===== src/hdl/dtc_pkg.sv =====
// Purpose: shared constants, types and decode helpers for the tone digit transceiver
// Assumes: 100 MHz system clock, analog front end delivers limited square waves
// Notes:   register offsets and bit positions are used by host software too
package dtc_pkg;

  // ------------------------------------------------------------
  // clocking
  // ------------------------------------------------------------
  localparam int CLK_HZ  = 100_000_000;
  localparam int CLK_NS  = 10;
  localparam int XTAL_HZ = 3_579_545;  // crystal rate that gates the core clock

  // ------------------------------------------------------------
  // register port
  // ------------------------------------------------------------
  localparam int ADDR_W = 3;
  localparam int DATA_W = 8;
  localparam logic [ADDR_W-1:0] A_DATA = 3'h0;
  localparam logic [ADDR_W-1:0] A_CTRL = 3'h1;
  localparam logic [ADDR_W-1:0] A_STAT = 3'h2;
  localparam logic [ADDR_W-1:0] A_MASK = 3'h3;

  localparam int C_IRQ_MODE = 0;
  localparam int C_MON_MODE = 1;
  localparam int C_RX_SLEEP = 2;
  localparam int C_TX_SLEEP = 3;
  localparam int C_BUS_RW   = 4;
  localparam int CTRL_W     = 5;
  localparam logic [CTRL_W-1:0] CTRL_RST = 5'h00;

  localparam int S_TX_DONE = 0;
  localparam int S_RX_FULL = 2;
  localparam int S_DSTEER  = 3;
  localparam logic [3:0] STICKY   = 4'h5;
  localparam logic [3:0] MASK_RST = 4'h5;

  // ------------------------------------------------------------
  // tone measurement and timing
  // ------------------------------------------------------------
  localparam int LO_HZ [4] = '{697, 770, 852, 941};
  localparam int HI_HZ [4] = '{1209, 1336, 1477, 1633};
  localparam int TOL_PM     = 20;
  localparam int AVG_N      = 4;
  localparam int CNT_W      = 18;
  localparam int SETTLE_NS  = 200;
  localparam int SETTLE_CYC = (SETTLE_NS + CLK_NS - 1) / CLK_NS;
  localparam int BURST_NS   = 50_000_000;
  localparam int PAUSE_NS   = 50_000_000;
  localparam int SYNC_W     = 8;

  typedef enum logic [2:0] {
    RX_FREE   = 3'b001,
    RX_SETTLE = 3'b010,
    RX_HELD   = 3'b100
  } dtc_rx_t;

  typedef enum logic [2:0] {
    TX_IDLE  = 3'b001,
    TX_BURST = 3'b010,
    TX_PAUSE = 3'b100
  } dtc_tx_t;

  // period in clock cycles of a tone, widened or narrowed by pm per mille
  function automatic int dtc_period(input int hz, input int pm);
    return (CLK_HZ / hz) * (1000 + pm) / 1000;
  endfunction

  // row and column index to digit code
  function automatic logic [3:0] dtc_digit(input logic [1:0] row, input logic [1:0] col);
    unique case ({row, col})
      4'h0: dtc_digit = 4'h1;
      4'h1: dtc_digit = 4'h2;
      4'h2: dtc_digit = 4'h3;
      4'h3: dtc_digit = 4'hd;
      4'h4: dtc_digit = 4'h4;
      4'h5: dtc_digit = 4'h5;
      4'h6: dtc_digit = 4'h6;
      4'h7: dtc_digit = 4'he;
      4'h8: dtc_digit = 4'h7;
      4'h9: dtc_digit = 4'h8;
      4'ha: dtc_digit = 4'h9;
      4'hb: dtc_digit = 4'hf;
      4'hc: dtc_digit = 4'hb;
      4'hd: dtc_digit = 4'ha;
      4'he: dtc_digit = 4'hc;
      4'hf: dtc_digit = 4'h0;
    endcase
  endfunction

endpackage


===== src/hdl/dtc_sync.sv =====
// Purpose: two-stage synchroniser for asynchronous pins
// Assumes: inputs are quasi-static levels relative to sys_clk
// Notes:   only the second stage leaves this module
`timescale 1ns/1ps
`default_nettype none
module dtc_sync #(
  parameter int W = 1  // bits to synchronise
) (
  input  wire logic         sys_clk,  // system clock
  input  wire logic         resetn,   // async reset, active low
  input  wire logic [W-1:0] d_in,     // raw pin levels
  output logic      [W-1:0] d_sync    // synchronised levels
);
  typedef struct packed {
    logic [W-1:0] meta;
    logic [W-1:0] sync;
  } dtc_sync_t;

  dtc_sync_t s;
  dtc_sync_t next_s;

  always_comb begin
    next_s      = s;
    next_s.meta = d_in;
    next_s.sync = s.meta;
  end

  always_ff @(posedge sys_clk or negedge resetn) begin
    if (!resetn) begin
      s <= '0;
    end else begin
      s <= next_s;
    end
  end

  assign d_sync = s.sync;
endmodule
`default_nettype wire


===== src/hdl/dtc_tone_meter.sv =====
// Purpose: measure one group's tone by period counting and average over periods
// Assumes: sq_in is already synchronised
// Notes:   valid drops at the first period that misses or at a missing edge
`timescale 1ns/1ps
`default_nettype none
module dtc_tone_meter #(
  parameter bit HIGH = 1'b0  // selects the column frequency table
) (
  input  wire logic       sys_clk,  // system clock
  input  wire logic       resetn,   // async reset, active low
  input  wire logic       enable,   // receiver listening
  input  wire logic       sq_in,    // limited tone
  output logic            valid,    // tone held for the averaging span
  output logic      [1:0] idx       // index of the held tone
);
  import dtc_pkg::*;

  typedef struct packed {
    logic             prev;
    logic [CNT_W-1:0] cnt;
    logic [2:0]       run;
    logic [1:0]       idx;
    logic             valid;
  } dtc_meter_t;

  localparam logic [CNT_W-1:0] CNT_MAX =
    CNT_W'(dtc_period(HIGH ? HI_HZ[0] : LO_HZ[0], TOL_PM) + 1);

  dtc_meter_t s;
  dtc_meter_t next_s;

  // tone window lookup: {hit, index}
  function automatic logic [2:0] classify(input logic [CNT_W-1:0] c);
    classify = 3'h0;
    for (int i = 0; i < 4; i++) begin
      if (c >= CNT_W'(dtc_period(HIGH ? HI_HZ[i] : LO_HZ[i], -TOL_PM)) &&
          c <= CNT_W'(dtc_period(HIGH ? HI_HZ[i] : LO_HZ[i], TOL_PM))) begin
        classify = {1'b1, 2'(i)};
      end
    end
  endfunction

  always_comb begin
    logic [2:0] hit;
    hit         = classify(s.cnt);
    next_s      = s;
    next_s.prev = sq_in;
    if (!enable) begin
      next_s = '0;
    end else if (sq_in && !s.prev) begin
      next_s.cnt = CNT_W'(1);
      if (!hit[2]) begin
        next_s.run = 3'h0;
      end else if (hit[1:0] != s.idx || s.run == 3'h0) begin
        next_s.idx = hit[1:0];
        next_s.run = 3'h1;
      end else if (s.run != 3'(AVG_N)) begin
        next_s.run = s.run + 3'h1;
      end
    end else if (s.cnt == CNT_MAX) begin
      next_s.run = 3'h0;
    end else begin
      next_s.cnt = s.cnt + CNT_W'(1);
    end
    next_s.valid = enable && next_s.run == 3'(AVG_N);
  end

  always_ff @(posedge sys_clk or negedge resetn) begin
    if (!resetn) begin
      s <= '0;
    end else begin
      s <= next_s;
    end
  end

  assign valid = s.valid;
  assign idx   = s.idx;
endmodule
`default_nettype wire


===== src/hdl/dtc_top.sv =====
// Purpose: control logic of a dual-tone digit transceiver
// Assumes: analog filters deliver limited tones; RC network sits behind the steer pin
// Notes:   tone synthesis itself is analog; this block times bursts and gates pins
//
// Operation
// interrupt mode: pin pulls low after a burst is sent or a digit received
// monitor mode: pin follows the in-band limited input as a square wave
// sleep pin high: oscillator stops, interrupt, tone and bus pins float
// sleep pin has no pull-down; system holds it low when unused
// bus floats while chip select high, or strobe inactive per bus style
// early detect rises with a valid pair, falls at once when lost
// steer rising latches the pair; steer low frees for a new pair
// guard output resets the RC; level from early detect and steer
// receiver sleep bit powers down receiver only
// transmitter sleep bit powers down transmitter and floats tone pin
// both sleep bits: shared circuits, oscillator, reference and pins off
// four-bit digit code table over rows and columns
// tones measured by counting, matched with tolerance, averaged over periods
// core clock gated by the crystal oscillator enable
// after the latch settles, delayed steering flag sets and interrupt follows
// receive-full bit and interrupt clear when status is read
// steer and bus strobes synchronised before use
// leaving sleep restarts idle with no stale interrupt
`timescale 1ns/1ps
`default_nettype none
module dtc_top #(
  parameter int BURST_CYC = dtc_pkg::BURST_NS / dtc_pkg::CLK_NS,  // tone burst length
  parameter int PAUSE_CYC = dtc_pkg::PAUSE_NS / dtc_pkg::CLK_NS   // pause after burst
) (
  input  wire logic                       sys_clk,                      // system clock
  input  wire logic                       resetn,                       // async reset
  input  wire logic [dtc_pkg::ADDR_W-1:0] reg_addr,                     // register address
  input  wire logic [dtc_pkg::DATA_W-1:0] reg_wdata,                    // write data
  input  wire logic                       reg_wr,                       // write strobe
  input  wire logic                       reg_rd,                       // read strobe
  output logic      [dtc_pkg::DATA_W-1:0] reg_rdata,                    // read data
  output logic                            irq,                          // level interrupt
  input  wire logic                       full_sleep_pin,               // sleep pin
  input  wire logic                       host_cs_n,                    // chip select
  input  wire logic                       strobe_data,                  // data or read strobe
  input  wire logic                       host_rw,                      // read/write line
  output logic      [3:0]                 host_nibble_bus_out,          // bus drive value
  output logic                            host_nibble_bus_oe,           // bus driven
  input  wire logic                       tone_lo_in,                   // row tone, limited
  input  wire logic                       tone_hi_in,                   // column tone
  input  wire logic                       mon_tone_in,                  // monitor filter out
  output logic                            early_pair_detect,            // valid pair seen
  input  wire logic                       steer_in_guard_out_in,        // steer above level
  output logic                            steer_in_guard_out_out,       // guard drive
  output logic                            steer_in_guard_out_oe,        // guard driven
  output logic                            irq_or_tone_monitor_out_out,  // open drain low
  output logic                            irq_or_tone_monitor_out_oe,   // pulls pin low
  output logic                            tone_oe,                      // tone driver live
  output logic      [3:0]                 tone_code,                    // digit being sent
  output logic                            osc_run,                      // oscillator enable
  output logic                            vref_run,                     // reference enable
  output logic                            rx_run,                       // receiver powered
  output logic                            tx_run                        // transmitter powered
);
  import dtc_pkg::*;

  // ------------------------------------------------------------
  // state
  // ------------------------------------------------------------
  typedef struct packed {
    logic [CTRL_W-1:0] ctrl;
    logic [3:0]        mask;
    logic [3:0]        stat;
    logic [3:0]        rx_data;
    logic [3:0]        tx_data;
    dtc_rx_t           rx_st;
    dtc_tx_t           tx_st;
    logic [7:0]        settle;
    logic [31:0]       tx_cnt;
    logic [DATA_W-1:0] rdata;
    logic              irq;
    logic              nib_oe;
    logic              early;
    logic              guard;
    logic              guard_oe;
    logic              mon_oe;
    logic              tone_oe;
    logic              osc;
    logic              rx_run;
    logic              tx_run;
    logic              steer_prev;
  } dtc_state_t;

  dtc_state_t s;
  dtc_state_t next_s;

  // ------------------------------------------------------------
  // pin synchronisers and tone meters
  // ------------------------------------------------------------
  logic [SYNC_W-1:0] syn;
  logic              sleep_s;
  logic              steer_s;
  logic              cs_s;
  logic              strobe_s;
  logic              rw_s;
  logic              lo_s;
  logic              hi_s;
  logic              mon_s;
  logic              lo_v;
  logic              hi_v;
  logic [1:0]        lo_idx;
  logic [1:0]        hi_idx;

  // sleep pin relies upon the system holding it low when unused
  dtc_sync #(.W(SYNC_W)) u_sync (
    .sys_clk (sys_clk),
    .resetn  (resetn),
    .d_in    ({mon_tone_in, tone_hi_in, tone_lo_in, host_rw, strobe_data, host_cs_n,
                steer_in_guard_out_in, full_sleep_pin}),
    .d_sync  (syn)
  );
  assign {mon_s, hi_s, lo_s, rw_s, strobe_s, cs_s, steer_s, sleep_s} = syn;

  logic sleep_all;
  logic rx_off;
  logic tx_off;
  logic mon_live;
  logic meter_en;
  logic pair;
  logic rd_stat;
  logic [3:0] digit;

  assign sleep_all = sleep_s | (s.ctrl[C_RX_SLEEP] & s.ctrl[C_TX_SLEEP]);
  assign rx_off    = sleep_all | s.ctrl[C_RX_SLEEP];
  assign tx_off    = sleep_all | s.ctrl[C_TX_SLEEP];
  assign mon_live  = s.ctrl[C_MON_MODE] & ~rx_off;
  assign meter_en  = ~rx_off & ~s.ctrl[C_MON_MODE];
  assign pair      = lo_v & hi_v;
  assign rd_stat   = reg_rd && reg_addr == A_STAT;
  assign digit     = dtc_digit(lo_idx, hi_idx);

  dtc_tone_meter #(.HIGH(1'b0)) u_lo (
    .sys_clk (sys_clk),
    .resetn  (resetn),
    .enable  (meter_en),
    .sq_in   (lo_s),
    .valid   (lo_v),
    .idx     (lo_idx)
  );

  dtc_tone_meter #(.HIGH(1'b1)) u_hi (
    .sys_clk (sys_clk),
    .resetn  (resetn),
    .enable  (meter_en),
    .sq_in   (hi_s),
    .valid   (hi_v),
    .idx     (hi_idx)
  );

  // ------------------------------------------------------------
  // next state
  // ------------------------------------------------------------
  always_comb begin
    logic pend;
    pend   = 1'b0;
    next_s = s;

    // register writes, status write-one-to-clear on sticky bits 0 and 2 only
    if (reg_wr && reg_addr == A_CTRL) begin
      next_s.ctrl = reg_wdata[CTRL_W-1:0];
    end
    if (reg_wr && reg_addr == A_MASK) begin
      next_s.mask = reg_wdata[3:0];
    end
    if (reg_wr && reg_addr == A_STAT) begin
      next_s.stat = s.stat & ~(reg_wdata[3:0] & STICKY);
    end
    if (rd_stat) begin
      next_s.stat[S_RX_FULL] = 1'b0;
    end

    // read data stands one cycle only
    next_s.rdata = '0;
    if (reg_rd) begin
      case (reg_addr)
        A_DATA:  next_s.rdata = DATA_W'(s.rx_data);
        A_CTRL:  next_s.rdata = DATA_W'(s.ctrl);
        A_STAT:  next_s.rdata = DATA_W'(s.stat);
        A_MASK:  next_s.rdata = DATA_W'(s.mask);
        default: next_s.rdata = '0;
      endcase
    end

    // steering: latch at steer rise, flag after settle
    next_s.steer_prev = steer_s;
    unique case (s.rx_st)
      RX_FREE: begin
        if (steer_s && !s.steer_prev) begin
          next_s.rx_data = digit;
          next_s.settle  = 8'(SETTLE_CYC - 1);
          next_s.rx_st   = RX_SETTLE;
        end
      end
      RX_SETTLE: begin
        if (!steer_s) begin
          next_s.rx_st = RX_FREE;
        end else if (s.settle == 8'h0) begin
          next_s.stat[S_DSTEER]  = 1'b1;
          next_s.stat[S_RX_FULL] = 1'b1;
          next_s.rx_st           = RX_HELD;
        end else begin
          next_s.settle = s.settle - 8'h1;
        end
      end
      RX_HELD: begin
        if (!steer_s) begin
          next_s.stat[S_DSTEER] = 1'b0;
          next_s.rx_st          = RX_FREE;
        end
      end
    endcase

    // transmitter: burst, pause, done event
    unique case (s.tx_st)
      TX_IDLE: begin
        if (reg_wr && reg_addr == A_DATA) begin
          next_s.tx_data = reg_wdata[3:0];
          next_s.tx_cnt  = 32'(BURST_CYC - 1);
          next_s.tx_st   = TX_BURST;
        end
      end
      TX_BURST: begin
        if (s.tx_cnt == 32'h0) begin
          next_s.tx_cnt = 32'(PAUSE_CYC - 1);
          next_s.tx_st  = TX_PAUSE;
        end else begin
          next_s.tx_cnt = s.tx_cnt - 32'h1;
        end
      end
      TX_PAUSE: begin
        if (s.tx_cnt == 32'h0) begin
          next_s.stat[S_TX_DONE] = 1'b1;
          next_s.tx_st           = TX_IDLE;
        end else begin
          next_s.tx_cnt = s.tx_cnt - 32'h1;
        end
      end
    endcase

    // power-down overrides
    if (rx_off) begin
      next_s.rx_st          = RX_FREE;
      next_s.settle         = 8'h0;
      next_s.stat[S_DSTEER] = 1'b0;
    end
    if (tx_off) begin
      next_s.tx_st  = TX_IDLE;
      next_s.tx_cnt = 32'h0;
    end
    if (sleep_all) begin
      next_s.stat = 4'h0;
    end

    // pins
    pend             = |(next_s.stat & next_s.mask & STICKY);
    next_s.irq       = pend;
    next_s.early     = pair & meter_en;
    next_s.guard     = pair & meter_en & steer_s;
    next_s.guard_oe  = ~rx_off;
    next_s.tone_oe   = ~tx_off && next_s.tx_st == TX_BURST;
    next_s.osc       = ~sleep_all;
    next_s.rx_run    = ~rx_off;
    next_s.tx_run    = ~tx_off;
    if (sleep_all) begin
      next_s.mon_oe = 1'b0;
    end else if (mon_live) begin
      next_s.mon_oe = ~mon_s;
    end else begin
      next_s.mon_oe = s.ctrl[C_IRQ_MODE] & pend;
    end
    next_s.nib_oe = ~sleep_all && ~cs_s &&
                    (s.ctrl[C_BUS_RW] ? ~strobe_s : (strobe_s && rw_s));
  end

  always_ff @(posedge sys_clk or negedge resetn) begin
    if (!resetn) begin
      s       <= '0;
      s.ctrl  <= CTRL_RST;
      s.mask  <= MASK_RST;
      s.rx_st <= RX_FREE;
      s.tx_st <= TX_IDLE;
    end else begin
      s <= next_s;
    end
  end

  // ------------------------------------------------------------
  // outputs
  // ------------------------------------------------------------
  assign reg_rdata                   = s.rdata;
  assign irq                         = s.irq;
  assign host_nibble_bus_out         = s.rx_data;
  assign host_nibble_bus_oe          = s.nib_oe;
  assign early_pair_detect           = s.early;
  assign steer_in_guard_out_out      = s.guard;
  assign steer_in_guard_out_oe       = s.guard_oe;
  assign irq_or_tone_monitor_out_out = 1'b0;
  assign irq_or_tone_monitor_out_oe  = s.mon_oe;
  assign tone_oe                     = s.tone_oe;
  assign tone_code                   = s.tx_data;
  assign osc_run                     = s.osc;
  assign vref_run                    = s.osc;
  assign rx_run                      = s.rx_run;
  assign tx_run                      = s.tx_run;
endmodule
`default_nettype wire


===== config.mk =====
export PLATFORM = sky130hd
export DESIGN_NAME = dtc_top
export DESIGN_NICKNAME = d
export VERILOG_FILES = /design/src/hdl/dtc_pkg.sv /design/src/hdl/dtc_sync.sv /design/src/hdl/dtc_tone_meter.sv /design/src/hdl/dtc_top.sv
export SDC_FILE = /design/constraint.sdc
export NUM_CORES = 1
export LEC_CHECK = 0
export ABC_AREA = 1
export ABC_CLOCK_PERIOD_IN_PS = 2000
export BUFFER_PORTS_ARGS = -buffer_cell sky130_fd_sc_hd__buf_2
export CORE_MARGIN = 1
export CORE_UTILIZATION = 55
export CTS_CLUSTER_DIAMETER = 50
export DETAILED_ROUTE_END_ITERATION = 8
export PLACE_DENSITY = 0.76
export SETUP_SLACK_MARGIN = 0.05
export SLEW_MARGIN = 20
export SYNTH_ARGS = -nofsm -noshare
export SYNTH_HDL_FRONTEND = slang
export SYNTH_SLANG_ARGS = --single-unit

===== constraint.sdc =====
create_clock -name sys_clk -period 2 [get_ports sys_clk]
set_input_delay 0.4 -clock sys_clk [delete_from_list [all_inputs] [get_ports sys_clk]]
set_output_delay 0.4 -clock sys_clk [all_outputs]
set_load 0.05 [all_outputs]

==> flow_summary.toml <==
[clock_tree]
root_buffer = "clkbuf_16"
cts.sinks = 148
h-tree-depth = 4
cts_buffers = 17
clockBufferDepth = 2
path_clk_slew_ps = 70
clk_latency_ps = 440
cts_tree = "done"

[pwr]
seqPwrFrac = 0.328
p_total_mw = 10.78
vdd_drop_max_mv = 0.6851
p_comb_frac = 0.368
power_density_nw_per_um2 = 837.1
clkPwrFrac = 0.304
switching_share = 0.3713
switchingPower_mw = 4.005
p_leak_nw = 6.124
p_int_mw = 6.780

[detailed_routing]
via_per_inst = 5.966
top_layer = "met4"
wl_met1_mm = 11.90
first_pass_iters = 8
route.met3.wl_mm = 2.819
drtIter0Drc = 1318
vias = 10110
wirelength_mm = 31.78
antenna_left = 0
wl_met2_mm = 15.29
wl_per_cell_um = 18.76
drc = 0

[place]
finalWeightedCongestion = 0.9888
place_inst = 1565
placed_area_um2 = 10470
place_hpwl_mm = 16.74
io_buffers = 43

[critical_path]
criticalPathCategory = "reg -> reg"
reg2reg_slack_ps = -600
worst-r2r-cell-count = 11
endpoint_kind = "register"
cp_slowest_cell = "dfrtp_1"
r2r-end = "irq_or_tone_monitor_out_oe"
start_kind = "register"
critical-path-max-stage-delay_ps = 480
crit_chain = "nor2_2, nand2_2, nor3_4, nand3_1, nor2_2, nand2_2, buf_4, a21oi_4, a22o_1, nand2_1, mux2i_2"
crit_fanout = 3
worstPathRequired_ps = 2330
cp.arrival_ps = 2940
regToRegStartpoint = "s[45]"

[global_route]
antenna_found_initial = 0
grt_overflow = 0
track_usage = 0.3063
grt_pass1_vias = 8758
grt_max_degree = 42
grt_pass1_wl_mm = 40.82

[die]
rows = 46
start_util = 0.5666
die_w_um = 130.4
fp.dieH_um = 130.4
die-area_um2 = 17000
core_area_um2 = 16000
io_pins = 51

[sta]
finalCritPeriodShare = 1.301
skew_ps = 13.36
report.final.slew_viol_count = 0
timing.fmax_mhz = 384.2
whs_ps = 71.95
min_period_ps = 2603
slew_headroom = 0.6022
hold_viol_final = 0
finalSetupTns_ps = -20060
grt_setup_unrepaired = "true"
timing.final.ws_setup_ps = -602.5
tightest_slew_ps = 592.2
setup_viol = 60

[min_path]
hp-class = "in -> reg"
hold_depth = 1
holdPathEnd = "u_sync.next_s[4]"
min_from = "host_rw"

[logic_synthesis]
yosys_register_bits = 148
syn_area_um2 = 9066
synth_area_leader_cell = "dfrtp_1"
ys_top_cells_by_area = "dfrtp_1 40%, nand2_1 8.3%, nor2_1 7.3%"
synth-edff-count = 0
yosysWarnings = 0
synth_top_cell_area_share = 0.3975
syn_area_per_cell_um2 = 7.619
yosysUniqueCellTypes = 60
syn_inst = 1190
synthFlopType = "dfrtp_1"
synthArstFlopShare = 1.000
yosysSeqAreaShare = 0.4091

[layout]
final_area_um2 = 12880
nNetsFinal = 1511
antenna_cells = 0
fill_cells = 920
drive_gt1_frac = 0.4215
multi_input_area_um2 = 5341
fin_cells = 1694
seq_area_um2 = 3737
synthToLayoutAreaGrowth_pct = 42.11

[job]
drv_cap = 0

[run_status]
outcome = "complete, but fails checks"
violations = "setup timing"
state kept, by name (all words and copies together), names as in the netlist, 2 cells and up, named ones only:
name,count
u_hi.s,22
u_sync.d_sync,8
u_hi.idx,2
u_sync.next_s,8
reg_rdata,5
u_lo.s,22
u_lo.idx,2
s,59
host_nibble_bus_out,4
tone_code,4
area by class of cell:
| cell class | instances | area share |
|---|---|---|
| clock buffer | 18 | 0.03331 |
| clock inverter | 13 | 0.01175 |
| inverter | 166 | 0.05108 |
| multi-input combinational | 841 | 0.4146 |
| sequential | 148 | 0.2901 |
| tap | 216 | 0.02098 |
| timing repair buffer | 291 | 0.1777 |
| timing repair inverter | 1 | 0.0004856 |
critical path, delay by kind of cell, from the launching register on:
kind | cells | cell delay (ps)
AND/OR/NAND/NOR | 7 | 1270
flip-flops | 1 | 480
AO/OA/AOI/OAI | 2 | 340
multiplexers | 1 | 220
buffers and inverters | 1 | 190
Yosys cell counts, types with 5 or more instances:
master / number
a21oi_1: 52
a31oi_1: 10
buf_2: 11
buf_4: 21
buf_6: 5
dfrtp_1: 144
ha_1: 22
inv_1: 143
inv_2: 20
nand2_1: 201
nand2_2: 14
nand3_1: 75
nand4_1: 27
nor2_1: 177
nor2_2: 24
nor2_4: 8
nor3_1: 43
nor3_2: 6
nor3b_1: 8
nor4_1: 9
o211ai_1: 5
o21ai_0: 62
o21ai_1: 7
o22ai_1: 8
xor2_1: 22
layout by cell type (no fill, tap or decap), drive strengths merged, types with 3 or more instances in the layout:
cell | Yosys | layout
buf | 37 | 290
nand2 | 217 | 217
nor2 | 209 | 209
inv | 166 | 169
dfrtp | 144 | 144
nand3 | 78 | 78
o21ai | 70 | 70
a21oi | 58 | 58
nor3 | 49 | 49
nand4 | 27 | 27
xor2 | 22 | 22
ha | 22 | 22
clkbuf | 1 | 18
nor3b | 12 | 12
a31oi | 10 | 10
nor4 | 10 | 10
o22ai | 8 | 8
clkinv | 0 | 8
o211ai | 5 | 5
conb | 1 | 4
dfstp | 4 | 4
xnor2 | 4 | 4
a221oi | 4 | 4
nand3b | 3 | 3
a22oi | 3 | 3
metrics by stage:
step / setup slack, ps / utilization
2_1_floorplan: 95.23 / -
3_3_place_gp: -115.4 / 0.6541
3_5_place_dp: -151.0 / 0.6541
4_1_cts: -54.70 / 0.7248
5_1_grt: -812.9 / 0.8052
6_report: -602.5 / 0.8052
logic make-up after synthesis:
group | after synthesis | share of synthesized area
buffers and inverters | 204 | 0.09978
xor gates and xnor gates | 26 | 0.02512
DFF | 148 | 0.4091
other | 1 | 0.0004136
adders and majority gates | 22 | 0.03036
muxes | 3 | 0.003450
and+or+nand+nor | 609 | 0.3138
AOI/OAI and AO/OA | 177 | 0.1180
worst max-delay path by stage:
stage               from                          to  slack (ps)  cells past startpoint
2_1_floorplan      s[19]                       s[41]         100                     14
3_3_place_gp       s[44]                       s[39]        -120                     11
3_5_place_dp       s[44]                       s[39]        -150                     11
4_1_cts        u_hi.s[6]                  u_hi.valid         -50                     15
5_1_grt            s[45]                       s[33]        -810                     12
6_report           s[45]  irq_or_tone_monitor_out_oe        -600                     11
power by group through the flow:
stage / logic, mW / registers [mW] / clock network (mW)
finish: 3.97 / 3.54 / 3.27
global route: 4.21 / 3.57 / 3.40
CTS: 3.03 / 3.48 / 3.24
detailed placement: 2.63 / 3.52 / 0
global placement: 2.56 / 3.51 / 0
floorplan: 1.76 / 3.54 / 0
routing by layer:
metal,global-route usage,vias to the layer above
li1,-,4442
met1,0.3809,4726
met2,0.5275,720
met3,0.06474,218
met4,0.1095,0
met5,0,-
timing repair:
action | CTS | global route
endpoints found under the hold margin | 35 | 0
hold buffers | 1 | 0
setup buffers | 39 | 63
pin swaps | 31 | 94
gates resized for setup | 70 | 236
cloned | 0 | 1
endpoints found under the setup margin | 46 | 78
(Power assumes the default switching activity.)
